File: src/design/mbsfh_pkg.sv
package mbsfh_pkg;
  localparam logic [7:0] TCP_HDR_LEN = 8'h06;
  localparam logic [7:0] ADDR_BCAST = 8'h00;
  localparam logic [7:0] ADDR_MAX = 8'hF7;
  localparam logic [7:0] FC_NONE = 8'h00;
  localparam logic [7:0] FC_RD_COIL = 8'h01;
  localparam logic [7:0] FC_RD_DIN = 8'h02;
  localparam logic [7:0] FC_RD_HREG = 8'h03;
  localparam logic [7:0] FC_RD_IREG = 8'h04;
  localparam logic [7:0] FC_WR_COIL = 8'h05;
  localparam logic [7:0] FC_WR_HREG = 8'h06;
  localparam logic [7:0] FC_WR_COILS = 8'h0F;
  localparam logic [7:0] FC_WR_HREGS = 8'h10;
  localparam logic [7:0] FC_ERR_FLAG = 8'h80;
  localparam logic [7:0] EXC_FUNC = 8'h01;
  localparam logic [7:0] EXC_ADDR = 8'h02;
  localparam logic [7:0] EXC_VALUE = 8'h03;
  localparam logic [15:0] COIL_ON = 16'hFF00;
  localparam logic [15:0] COIL_OFF = 16'h0000;
  localparam logic [15:0] CRC_INIT = 16'hFFFF;
  localparam logic [15:0] CRC_POLY = 16'hA001;
  localparam logic [7:0] CRC_LEN = 8'h02;
  localparam logic [7:0] SER_MIN_LEN = 8'h04;
  localparam logic [7:0] PDU_HDR = 8'h02;
  localparam logic [7:0] REQ_MIN = 8'h06;
  localparam logic [7:0] REQ_MULTI_MIN = 8'h07;
  localparam logic [7:0] EXC_LEN = 8'h03;
  localparam int N_COILS = 8;
  localparam int N_DINS = 8;
  localparam int N_HREGS = 8;
  localparam int N_AIN = 8;
  localparam int N_IREGS = 10;
  localparam int BUF_BYTES = 32;
  localparam int FIFO_DEPTH = 8;
  localparam int FIFO_W = 10;

  typedef enum logic [2:0] {ST_IDLE, ST_TCP, ST_SER, ST_EXEC, ST_SEND} mbsfh_state_t;

  function automatic logic [15:0] crc_step(input logic [15:0] c, input logic [7:0] d);
    logic [15:0] x;
    x = c ^ {8'h00, d};
    for (int i = 0; i < 8; i++) begin
      x = x[0] ? ((x >> 1) ^ CRC_POLY) : (x >> 1);
    end
    return x;
  endfunction

  function automatic logic in_range(input logic [15:0] s, input logic [15:0] q,
                                    input logic [16:0] lim);
    return (q != 16'h0000) && ({1'b0, q} <= lim) && ({1'b0, s} + {1'b0, q} <= lim);
  endfunction

  function automatic logic [7:0] bit_bytes(input logic [15:0] q);
    logic [15:0] t;
    t = (q + 16'h0007) >> 3;
    return t[7:0];
  endfunction
endpackage

File: src/design/mbsfh_fifo.sv
`timescale 1ns/100ps
module mbsfh_fifo #(
  parameter int W = 8,
  parameter int DEPTH = 8
) (
  input wire logic ref_clk,
  input wire logic rst_n,
  input wire logic in_valid,
  input wire logic [W-1:0] in_data,
  output logic in_ready,
  output logic out_valid,
  output logic [W-1:0] out_data,
  input wire logic out_ready
);
  localparam int AW = $clog2(DEPTH);
  typedef struct packed {
    logic [DEPTH-1:0][W-1:0] mem;
    logic [AW-1:0] wp;
    logic [AW-1:0] rp;
    logic [AW:0] cnt;
    logic ov;
    logic [W-1:0] od;
  } mbsfh_fifo_t;
  mbsfh_fifo_t r;
  mbsfh_fifo_t next_r;
  logic push;
  logic pop;

  assign in_ready = (r.cnt != (AW+1)'(DEPTH));
  assign out_valid = r.ov;
  assign out_data = r.od;

  always_comb begin
    next_r = r;
    push = in_valid && in_ready;
    // the output register refills as soon as it is consumed, so a full fifo holds DEPTH+1 words
    pop = (r.cnt != '0) && (!r.ov || out_ready);
    if (r.ov && out_ready) begin
      next_r.ov = 1'b0;
    end
    if (pop) begin
      next_r.od = r.mem[r.rp];
      next_r.ov = 1'b1;
      next_r.rp = (r.rp == AW'(DEPTH - 1)) ? '0 : r.rp + 1'b1;
    end
    if (push) begin
      next_r.mem[r.wp] = in_data;
      next_r.wp = (r.wp == AW'(DEPTH - 1)) ? '0 : r.wp + 1'b1;
    end
    next_r.cnt = r.cnt + (AW+1)'(push) - (AW+1)'(pop);
  end

  always_ff @(posedge ref_clk) begin
    if (!rst_n) begin
      r <= '0;
    end else begin
      r <= next_r;
    end
  end
endmodule // mbsfh_fifo

File: src/design/mbsfh_top.sv
`timescale 1ns/100ps
module mbsfh_top (
  input wire logic ref_clk,
  input wire logic rst_n,
  input wire logic [7:0] station_address,
  input wire logic tcp_rx_valid,
  input wire logic [7:0] tcp_rx_data,
  output logic tcp_rx_ready,
  input wire logic ser_rx_valid,
  input wire logic [7:0] ser_rx_data,
  input wire logic ser_rx_end,
  output logic ser_rx_ready,
  input wire logic [mbsfh_pkg::N_DINS-1:0] digital_input_channel,
  input wire logic [mbsfh_pkg::N_AIN-1:0][15:0] analog_input_value,
  output logic [mbsfh_pkg::N_COILS-1:0] digital_output_channel,
  output logic [mbsfh_pkg::N_HREGS-1:0][15:0] analog_output_value,
  output logic tx_valid,
  output logic [7:0] tx_data,
  output logic tx_last,
  output logic tx_serial,
  input wire logic tx_ready
);
  import mbsfh_pkg::*;

  typedef struct packed {
    mbsfh_state_t st;
    logic pick;
    logic tcp;
    logic bad;
    logic tcp_rdy;
    logic ser_rdy;
    logic [2:0] hcnt;
    logic [7:0] cnt;
    logic [7:0] len;
    logic [15:0] tid;
    logic [15:0] crc;
    logic [BUF_BYTES-1:0][7:0] rx;
    logic [BUF_BYTES-1:0][7:0] tx;
    logic [7:0] tx_len;
    logic [7:0] idx;
    logic [7:0] total;
    logic [N_COILS-1:0] coil;
    logic [N_HREGS-1:0][15:0] hreg;
    logic [31:0] served;
  } mbsfh_regs_t;

  mbsfh_regs_t r;
  mbsfh_regs_t next_r;
  logic tcp_fire;
  logic ser_fire;
  logic push;
  logic [7:0] pbyte;
  logic plast;
  logic fifo_in_ready;
  logic [7:0] addr;
  logic [7:0] fc;
  logic [7:0] exc;
  logic [7:0] plen;
  logic [7:0] hoff;
  logic [15:0] start;
  logic [15:0] qty;
  logic [15:0] w;
  logic [7:0] bits;
  logic [7:0] mask;
  logic [3:0] k;
  logic drop;

  assign tcp_rx_ready = r.tcp_rdy;
  assign ser_rx_ready = r.ser_rdy;
  assign digital_output_channel = r.coil;
  assign analog_output_value = r.hreg;

  always_comb begin
    next_r = r;
    tcp_fire = tcp_rx_valid && r.tcp_rdy;
    ser_fire = ser_rx_valid && r.ser_rdy;
    push = 1'b0;
    pbyte = 8'h00;
    plast = 1'b0;
    addr = r.rx[0];
    fc = r.rx[1];
    start = {r.rx[2], r.rx[3]};
    qty = {r.rx[4], r.rx[5]};
    exc = 8'h00;
    w = 16'h0000;
    bits = 8'h00;
    mask = 8'h00;
    k = 4'h0;
    hoff = r.tcp ? TCP_HDR_LEN : 8'h00;
    plen = r.tcp ? r.cnt : r.cnt - CRC_LEN;
    drop = 1'b0;
    case (r.st)
      ST_IDLE: begin
        // links are offered in turn so a byte is never taken from both at once
        next_r.pick = ~r.pick;
        next_r.cnt = 8'h00;
        next_r.hcnt = 3'h0;
        next_r.bad = 1'b0;
        next_r.crc = CRC_INIT;
        if (tcp_fire) begin
          next_r.tcp = 1'b1;
          next_r.st = ST_TCP;
          next_r.hcnt = 3'h1;
          next_r.tid[15:8] = tcp_rx_data;
        end else if (ser_fire) begin
          next_r.tcp = 1'b0;
          next_r.st = ST_SER;
          next_r.cnt = 8'h01;
          next_r.rx[0] = ser_rx_data;
          next_r.crc = crc_step(CRC_INIT, ser_rx_data);
        end
      end
      ST_TCP: begin
        if (tcp_fire) begin
          if (r.hcnt < TCP_HDR_LEN[2:0]) begin
            next_r.hcnt = r.hcnt + 3'h1;
            case (r.hcnt)
              3'h1: next_r.tid[7:0] = tcp_rx_data;
              3'h2, 3'h3: next_r.bad = r.bad | (tcp_rx_data != 8'h00);
              3'h4: next_r.bad = r.bad | (tcp_rx_data != 8'h00);
              default: begin
                next_r.len = tcp_rx_data;
                if (tcp_rx_data == 8'h00) begin
                  next_r.st = ST_EXEC;
                end
              end
            endcase
          end else begin
            // longer frames than the buffer are swallowed and dropped
            if (r.cnt < 8'(BUF_BYTES)) begin
              next_r.rx[r.cnt[4:0]] = tcp_rx_data;
            end else begin
              next_r.bad = 1'b1;
            end
            next_r.cnt = r.cnt + 8'h01;
            if (r.cnt + 8'h01 == r.len) begin
              next_r.st = ST_EXEC;
            end
          end
        end
      end
      ST_SER: begin
        if (ser_fire) begin
          if (r.cnt < 8'(BUF_BYTES)) begin
            next_r.rx[r.cnt[4:0]] = ser_rx_data;
          end else begin
            next_r.bad = 1'b1;
          end
          if (r.cnt != 8'hFF) begin
            next_r.cnt = r.cnt + 8'h01;
          end
          next_r.crc = crc_step(r.crc, ser_rx_data);
        end
        if (ser_rx_end) begin
          // the residue over data and trailing crc is zero for a good frame
          if (next_r.crc != 16'h0000 || next_r.cnt < SER_MIN_LEN) begin
            next_r.bad = 1'b1;
          end
          next_r.st = ST_EXEC;
        end
      end
      ST_EXEC: begin
        drop = r.bad || plen < PDU_HDR || fc == FC_NONE
          || (addr != ADDR_BCAST && (addr != station_address || addr > ADDR_MAX));
        next_r.tx[0] = addr;
        next_r.tx[1] = fc;
        next_r.tx_len = REQ_MIN;
        for (int i = 2; i < 6; i++) begin
          next_r.tx[i] = r.rx[i];
        end
        case (fc)
          FC_RD_COIL, FC_RD_DIN: begin
            if (plen < REQ_MIN) begin
              exc = EXC_VALUE;
            end else if (!in_range(start, qty, 17'(N_COILS))) begin
              exc = EXC_ADDR;
            end else begin
              bits = (fc == FC_RD_COIL) ? r.coil : digital_input_channel;
              mask = 8'((9'h001 << qty[3:0]) - 9'h001);
              next_r.tx[2] = bit_bytes(qty);
              next_r.tx[3] = (bits >> start[2:0]) & mask;
              next_r.tx_len = EXC_LEN + next_r.tx[2];
            end
          end
          FC_RD_HREG, FC_RD_IREG: begin
            if (plen < REQ_MIN) begin
              exc = EXC_VALUE;
            end else if (!in_range(start, qty, (fc == FC_RD_HREG) ? 17'(N_HREGS)
                                                                    : 17'(N_IREGS))) begin
              exc = EXC_ADDR;
            end else begin
              next_r.tx[2] = {qty[6:0], 1'b0};
              for (int i = 0; i < N_IREGS; i++) begin
                if (16'(i) < qty) begin
                  k = 4'(start + 16'(i));
                  if (fc == FC_RD_HREG) begin
                    w = r.hreg[k[2:0]];
                  end else if (k < 4'(N_AIN)) begin
                    w = analog_input_value[k[2:0]];
                  end else begin
                    // 32-bit served count: low word at the lower register
                    w = (k == 4'(N_AIN)) ? r.served[15:0] : r.served[31:16];
                  end
                  next_r.tx[3 + 2 * i] = w[15:8];
                  next_r.tx[4 + 2 * i] = w[7:0];
                end
              end
              next_r.tx_len = EXC_LEN + next_r.tx[2];
            end
          end
          FC_WR_COIL: begin
            if (plen < REQ_MIN) begin
              exc = EXC_VALUE;
            end else if (!in_range(start, 16'h0001, 17'(N_COILS))) begin
              exc = EXC_ADDR;
            end else if (qty != COIL_ON && qty != COIL_OFF) begin
              exc = EXC_VALUE;
            end else if (!drop) begin
              next_r.coil[start[2:0]] = (qty == COIL_ON);
            end
          end
          FC_WR_HREG: begin
            if (plen < REQ_MIN) begin
              exc = EXC_VALUE;
            end else if (!in_range(start, 16'h0001, 17'(N_HREGS))) begin
              exc = EXC_ADDR;
            end else if (!drop) begin
              next_r.hreg[start[2:0]] = qty;
            end
          end
          FC_WR_COILS: begin
            if (plen < REQ_MULTI_MIN) begin
              exc = EXC_VALUE;
            end else if (!in_range(start, qty, 17'(N_COILS))) begin
              exc = EXC_ADDR;
            end else if (r.rx[6] != bit_bytes(qty) || plen < REQ_MULTI_MIN + r.rx[6]) begin
              exc = EXC_VALUE;
            end else if (!drop) begin
              for (int i = 0; i < N_COILS; i++) begin
                if (16'(i) < qty) begin
                  next_r.coil[3'(start + 16'(i))] = r.rx[7][i];
                end
              end
            end
          end
          FC_WR_HREGS: begin
            if (plen < REQ_MULTI_MIN) begin
              exc = EXC_VALUE;
            end else if (!in_range(start, qty, 17'(N_HREGS))) begin
              exc = EXC_ADDR;
            end else if (r.rx[6] != {qty[6:0], 1'b0} || plen < REQ_MULTI_MIN + r.rx[6]) begin
              exc = EXC_VALUE;
            end else if (!drop) begin
              for (int i = 0; i < N_HREGS; i++) begin
                if (16'(i) < qty) begin
                  next_r.hreg[3'(start + 16'(i))] = {r.rx[7 + 2 * i], r.rx[8 + 2 * i]};
                end
              end
            end
          end
          default: exc = EXC_FUNC;
        endcase
        if (exc != 8'h00) begin
          next_r.tx[1] = fc | FC_ERR_FLAG;
          next_r.tx[2] = exc;
          next_r.tx_len = EXC_LEN;
        end
        next_r.idx = 8'h00;
        next_r.crc = CRC_INIT;
        next_r.total = hoff + next_r.tx_len + (r.tcp ? 8'h00 : CRC_LEN);
        if (!drop) begin
          next_r.served = r.served + 32'h0000_0001;
        end
        // broadcasts are executed but never answered
        next_r.st = (drop || addr == ADDR_BCAST) ? ST_IDLE : ST_SEND;
      end
      ST_SEND: begin
        if (fifo_in_ready) begin
          push = 1'b1;
          if (r.tcp && r.idx < TCP_HDR_LEN) begin
            case (r.idx)
              8'h00: pbyte = r.tid[15:8];
              8'h01: pbyte = r.tid[7:0];
              8'h05: pbyte = r.tx_len;
              default: pbyte = 8'h00;
            endcase
          end else if (r.idx < hoff + r.tx_len) begin
            pbyte = r.tx[5'(r.idx - hoff)];
            next_r.crc = crc_step(r.crc, pbyte);
          end else begin
            pbyte = (r.idx == r.tx_len) ? r.crc[7:0] : r.crc[15:8];
          end
          plast = (r.idx == r.total - 8'h01);
          next_r.idx = r.idx + 8'h01;
          if (plast) begin
            next_r.st = ST_IDLE;
          end
        end
      end
      default: next_r.st = ST_IDLE;
    endcase
    next_r.tcp_rdy = (next_r.st == ST_IDLE && !next_r.pick) || next_r.st == ST_TCP;
    next_r.ser_rdy = (next_r.st == ST_IDLE && next_r.pick) || next_r.st == ST_SER;
  end

  always_ff @(posedge ref_clk) begin
    if (!rst_n) begin
      r <= '0;
    end else begin
      r <= next_r;
    end
  end

  // answers are queued so a slow transmitter stalls the sender, and the receiver too while an answer longer than the queue is still being sent
  mbsfh_fifo #(
    .W(FIFO_W),
    .DEPTH(FIFO_DEPTH)
  ) u_txq (
    .ref_clk(ref_clk),
    .rst_n(rst_n),
    .in_valid(push),
    .in_data({~r.tcp, plast, pbyte}),
    .in_ready(fifo_in_ready),
    .out_valid(tx_valid),
    .out_data({tx_serial, tx_last, tx_data}),
    .out_ready(tx_ready)
  );
endmodule // mbsfh_top

File: config.mk
export PLATFORM = sky130hd
export DESIGN_NAME = mbsfh_top
export DESIGN_NICKNAME = d
export VERILOG_FILES = /design/src/design/mbsfh_pkg.sv /design/src/design/mbsfh_fifo.sv /design/src/design/mbsfh_top.sv
export SDC_FILE = /design/constraint.sdc
export NUM_CORES = 2
export LEC_CHECK = 0
export BUFFER_PORTS_ARGS = -buffer_cell sky130_fd_sc_hd__buf_4
export CORE_MARGIN = 3
export CORE_UTILIZATION = 25
export DETAILED_ROUTE_END_ITERATION = 12
export PLACE_DENSITY = 0.48
export SLEW_MARGIN = 0
export SYNTH_ARGS = -nofsm -noshare
export SYNTH_HDL_FRONTEND = slang
export SYNTH_HIERARCHICAL = 1
export SYNTH_SLANG_ARGS = --single-unit
export TNS_END_PERCENT = 5
File: constraint.sdc
create_clock -name ref_clk -period 6.6 [get_ports ref_clk]
set_input_delay 1.98 -clock ref_clk [delete_from_list [all_inputs] [get_ports ref_clk]]
set_output_delay 1.98 -clock ref_clk [all_outputs]
set_load 0.1 [all_outputs]
==> summary.md <==
| Metric | Value |
|---|---|
| Run status | complete, but fails checks |
| Violated checks | capacitance limit, slew limit |
| Iter 0 DRT Violations | roughly 9400 |
| H-Tree Depth | 3 |
| Synth Area per Inst | 7.747 um2 |
| Data arrival, critical path | about 6.4 ns |
| Filler cell count | 25670 |
| Clk buf depth | 3 |
| Post-cts sizing count | 0 |
| EDFF count, synth | 0 |
| Via/cell ratio | a little over 6 |
| Final GP Congestion | 1.059 |
| Initial core utilization | 0.2521 |
| IO Count | 315 |
| Sequential area share after synthesis | 0.2392 |
| # hold bufs at CTS | 0 |
| Maximum VDD drop | ~0.2 mV |
| Worst r2r src | qty[0] |
| Final hold slack | between 0.4 and 0.5 ns |
| Hold crit path type | reg -> reg |
| Global-route wire length before repair | ~480 mm |
| Final Hold Fails | 0 |
| Most common cell in the synthesized netlist | nand2_1 |
| TritonRoute pass-1 iters | 8 |
| Antenna violations before repair | between 40 and 50 |
| Synthesized area | roughly 60000 um2 |
| DIE AREA | between 200000 and 250000 um2 |
| Post-DP Area | about 65000 um2 |
| Design area | 68270 um2 |
| Synth top cells by count | nand2_1 (959), nor2_1 (935), clkbuf_1 (720), dfxtp_1 (719), a21oi_1 (622) |
| Slew @ Worst Pin | ~1.7 ns |
| Leakage | about 24 nW |
| Non-Filler Instances | about 11000 |
| Maximum fanout along the worst path | 15 |
| Post-Route WL | about 350 mm |
| Startpoint types | flop |
| Prevailing post-synth register cell | dfxtp_1 |
| Die width | between 400 and 500 um |
| Highest clock rate | 0.1751 GHz |
| Share of synthesized registers carrying an async set or reset | 0 |
| Root cell of the clock tree | clkbuf_16 |
| Overall Global Routing Usage | 0.2730 |
| Post-CTS setup buffers | 0 |
| CTS tree | yes |
| Synth cell types | 92 |
| Clk Latency, worst-skew pair | between 0.7 and 0.8 ns |
| Seq cells post-synth | between 700 and 800 |
| Combinational family with the most area after synthesis | compound AO/OA/AOI/OAI gates |
| Post-synthesis adder-cell area fraction | 0.02017 |
| WL per Instance | 32.87 um |
| Crit. End Element | flop |
| Chip height | 496.6 um |
| Min cycle time layout | 5.710 ns |
| Largest net degree at the start of global routing | between 150 and 200 |
| # clock sinks | around 720 |
| RSZ-0062 raised after global routing | no |
| Syn Nets | between 8000 and 9000 |
| Crit path required time | just over 7 ns |
| Synth Area in Compound Gates | 0.2535 |
| Reg2reg setup slack | 0.89 ns |
| Number of cell rows | 179 |
| Pwr Total | around 13 mW |
| Inst Count DP | approximately 11000 |
| Cts bufs inserted | 86 |
| Global route overflow | 0 |
| Port buffer count | 314 |
| Slew headroom | -0.1153 |
| Hold Crit Start | r[215] |
| Syn-to-layout area delta | 13.44% |
| Max-slew violation count | 22 |
| Post-synth top area cell | dfxtp_1 |
| Post-synthesis xor/xnor area fraction | 0.02871 |
| Worst reg2reg path depth | 16 |
| Residual DRC | 0 |
| PwrDens | around 180 nW/um2 |
| Reg2Reg Capture Point | analog_output_value[113] |
| Hold worst-path end | r[215] |
| Post-synthesis cell count | around 8000 |
| Layout cells sized above 1 | 0.1626 |
| DR vias | about 66000 |
| Clock Pin Slew Worst Setup and Hold Paths | 0.07 ns |
| Core footprint | around 240000 um2 |
| Final worst path period share | 0.8651 |
| Setup CP Type | reg -> reg |
| Simple-gate share of the synthesized area | 0.1804 |
| Fin Clk Skew | 0.04863 ns |
| Routed Antenna Nets | 0 |
| Nets | roughly 7700 |
| Synth top area cells | dfxtp_1 (24%), mux4_2 (12%), mux2i_1 (7.6%), a211oi_1 (7.0%), nand2_1 (6.0%) |
| Vias in the first global route | ~60000 |
| Top-area cell type share of the netlist area | 0.2392 |
| MaxCap Viol Count | 3 |
| Synth Warn # | 6 |
| # setup viols final | 0 |
| Sum Neg Setup Slack | 0 ns |
| Hold Crit Depth | 2 |
| Mux share of post-synthesis cell area | 0.2003 |
| HPWL reported at the end of detailed placement | about 260 mm |
registers in the layout (all words and copies together) (netlist names):
signal and cells:
analog_output_value 128, r 448, u_txq/out_data 10, qty 16, addr 8, digital_output_channel 8
u_txq/out_valid 1, u_txq/r 90, tcp_rx_ready 1, fc 8, ser_rx_ready 1
metal layers:
layer,wire [um],vias up,global-route usage
li1,-,27910,-
met1,139100,32720,0.3518
met4,24390,26,0.1599
met2,148400,4235,0.3991
met5,153,-,0
met3,40660,874,0.08565
cell usage in the layout, fill, tap and decap left out, types with 88 or more instances in the layout:
master,count
buf_4,628
mux2i_1,456
nand2_1,955
a31oi_1,115
xnor2_1,101
dfxtp_1,714
mux4_2,319
a211oi_1,558
nand3_1,142
o21ai_1,142
o21ai_0,379
nor2_1,923
o22ai_1,88
a21oi_1,613
kinds of logic (layout without fill, tap and decap cells):
group                    count (synthesis)  in the layout
AND/OR/NAND/NOR                       2515           2515
AO/OA/AOI/OAI                         2376           2376
buffers and inverters                 1069            852
multiplexers                           801            801
flip-flops                             719            719
XOR/XNOR                               194            194
adder cells (fa/ha/maj)                 94             94
other                                    0             10
final cells by class:
cell class,count,area (um2),share of cell area
multi-input combinational,5980,41640,0.6100
sequential,719,14410,0.2111
timing repair buffer,638,4905,0.07185
tap,3167,3963,0.05805
clock buffer,113,2445,0.03581
clock inverter,43,646.9,0.009476
inverter,58,230.2,0.003372
antenna,10,25.02,0.0003666
critical path, stage by stage, from the launching register on:
cell and delay (ns):
dfxtp_1 0.34, buf_4 0.21, inv_1 0.13, ha_1 0.37, nor3b_1 0.21, buf_4 0.18
inv_2 0.13, nor4_4 0.11, nor2_2 1.13, mux2i_1 0.20, a21oi_1 0.56, mux2i_1 0.16
a211oi_1 0.26, a21oi_1 0.06, a2111oi_0 1.21, a31oi_1 0.07, a211oi_1 0.26
worst max-delay path by stage:
stage	start	to	slack [ns]	depth (start not counted)
6_report	qty[0]	analog_output_value[113]	0.89	16
5_1_grt	r[746]	r[171]	0.51	18
4_1_cts	r[473]	r[171]	1.14	19
3_5_place_dp	r[473]	r[171]	1.16	19
3_3_place_gp	r[473]	r[171]	1.08	19
2_1_floorplan	r[473]	r[171]	0.40	21
power breakdown:
group          switching [mW]  internal, mW
Clock                    2.28          3.07
Combinational            1.63         0.921
Sequential              0.156          4.46
Total                    4.07          8.45
per-stage QoR:
stage,setup WS [ns],util
after floorplan,0.3967,-
after global placement,1.078,0.2728
after detailed placement,1.162,0.2729
after CTS,1.139,0.2858
after global routing,0.5096,0.2858
final,0.8900,0.2859
(Power assumes the default switching activity.)
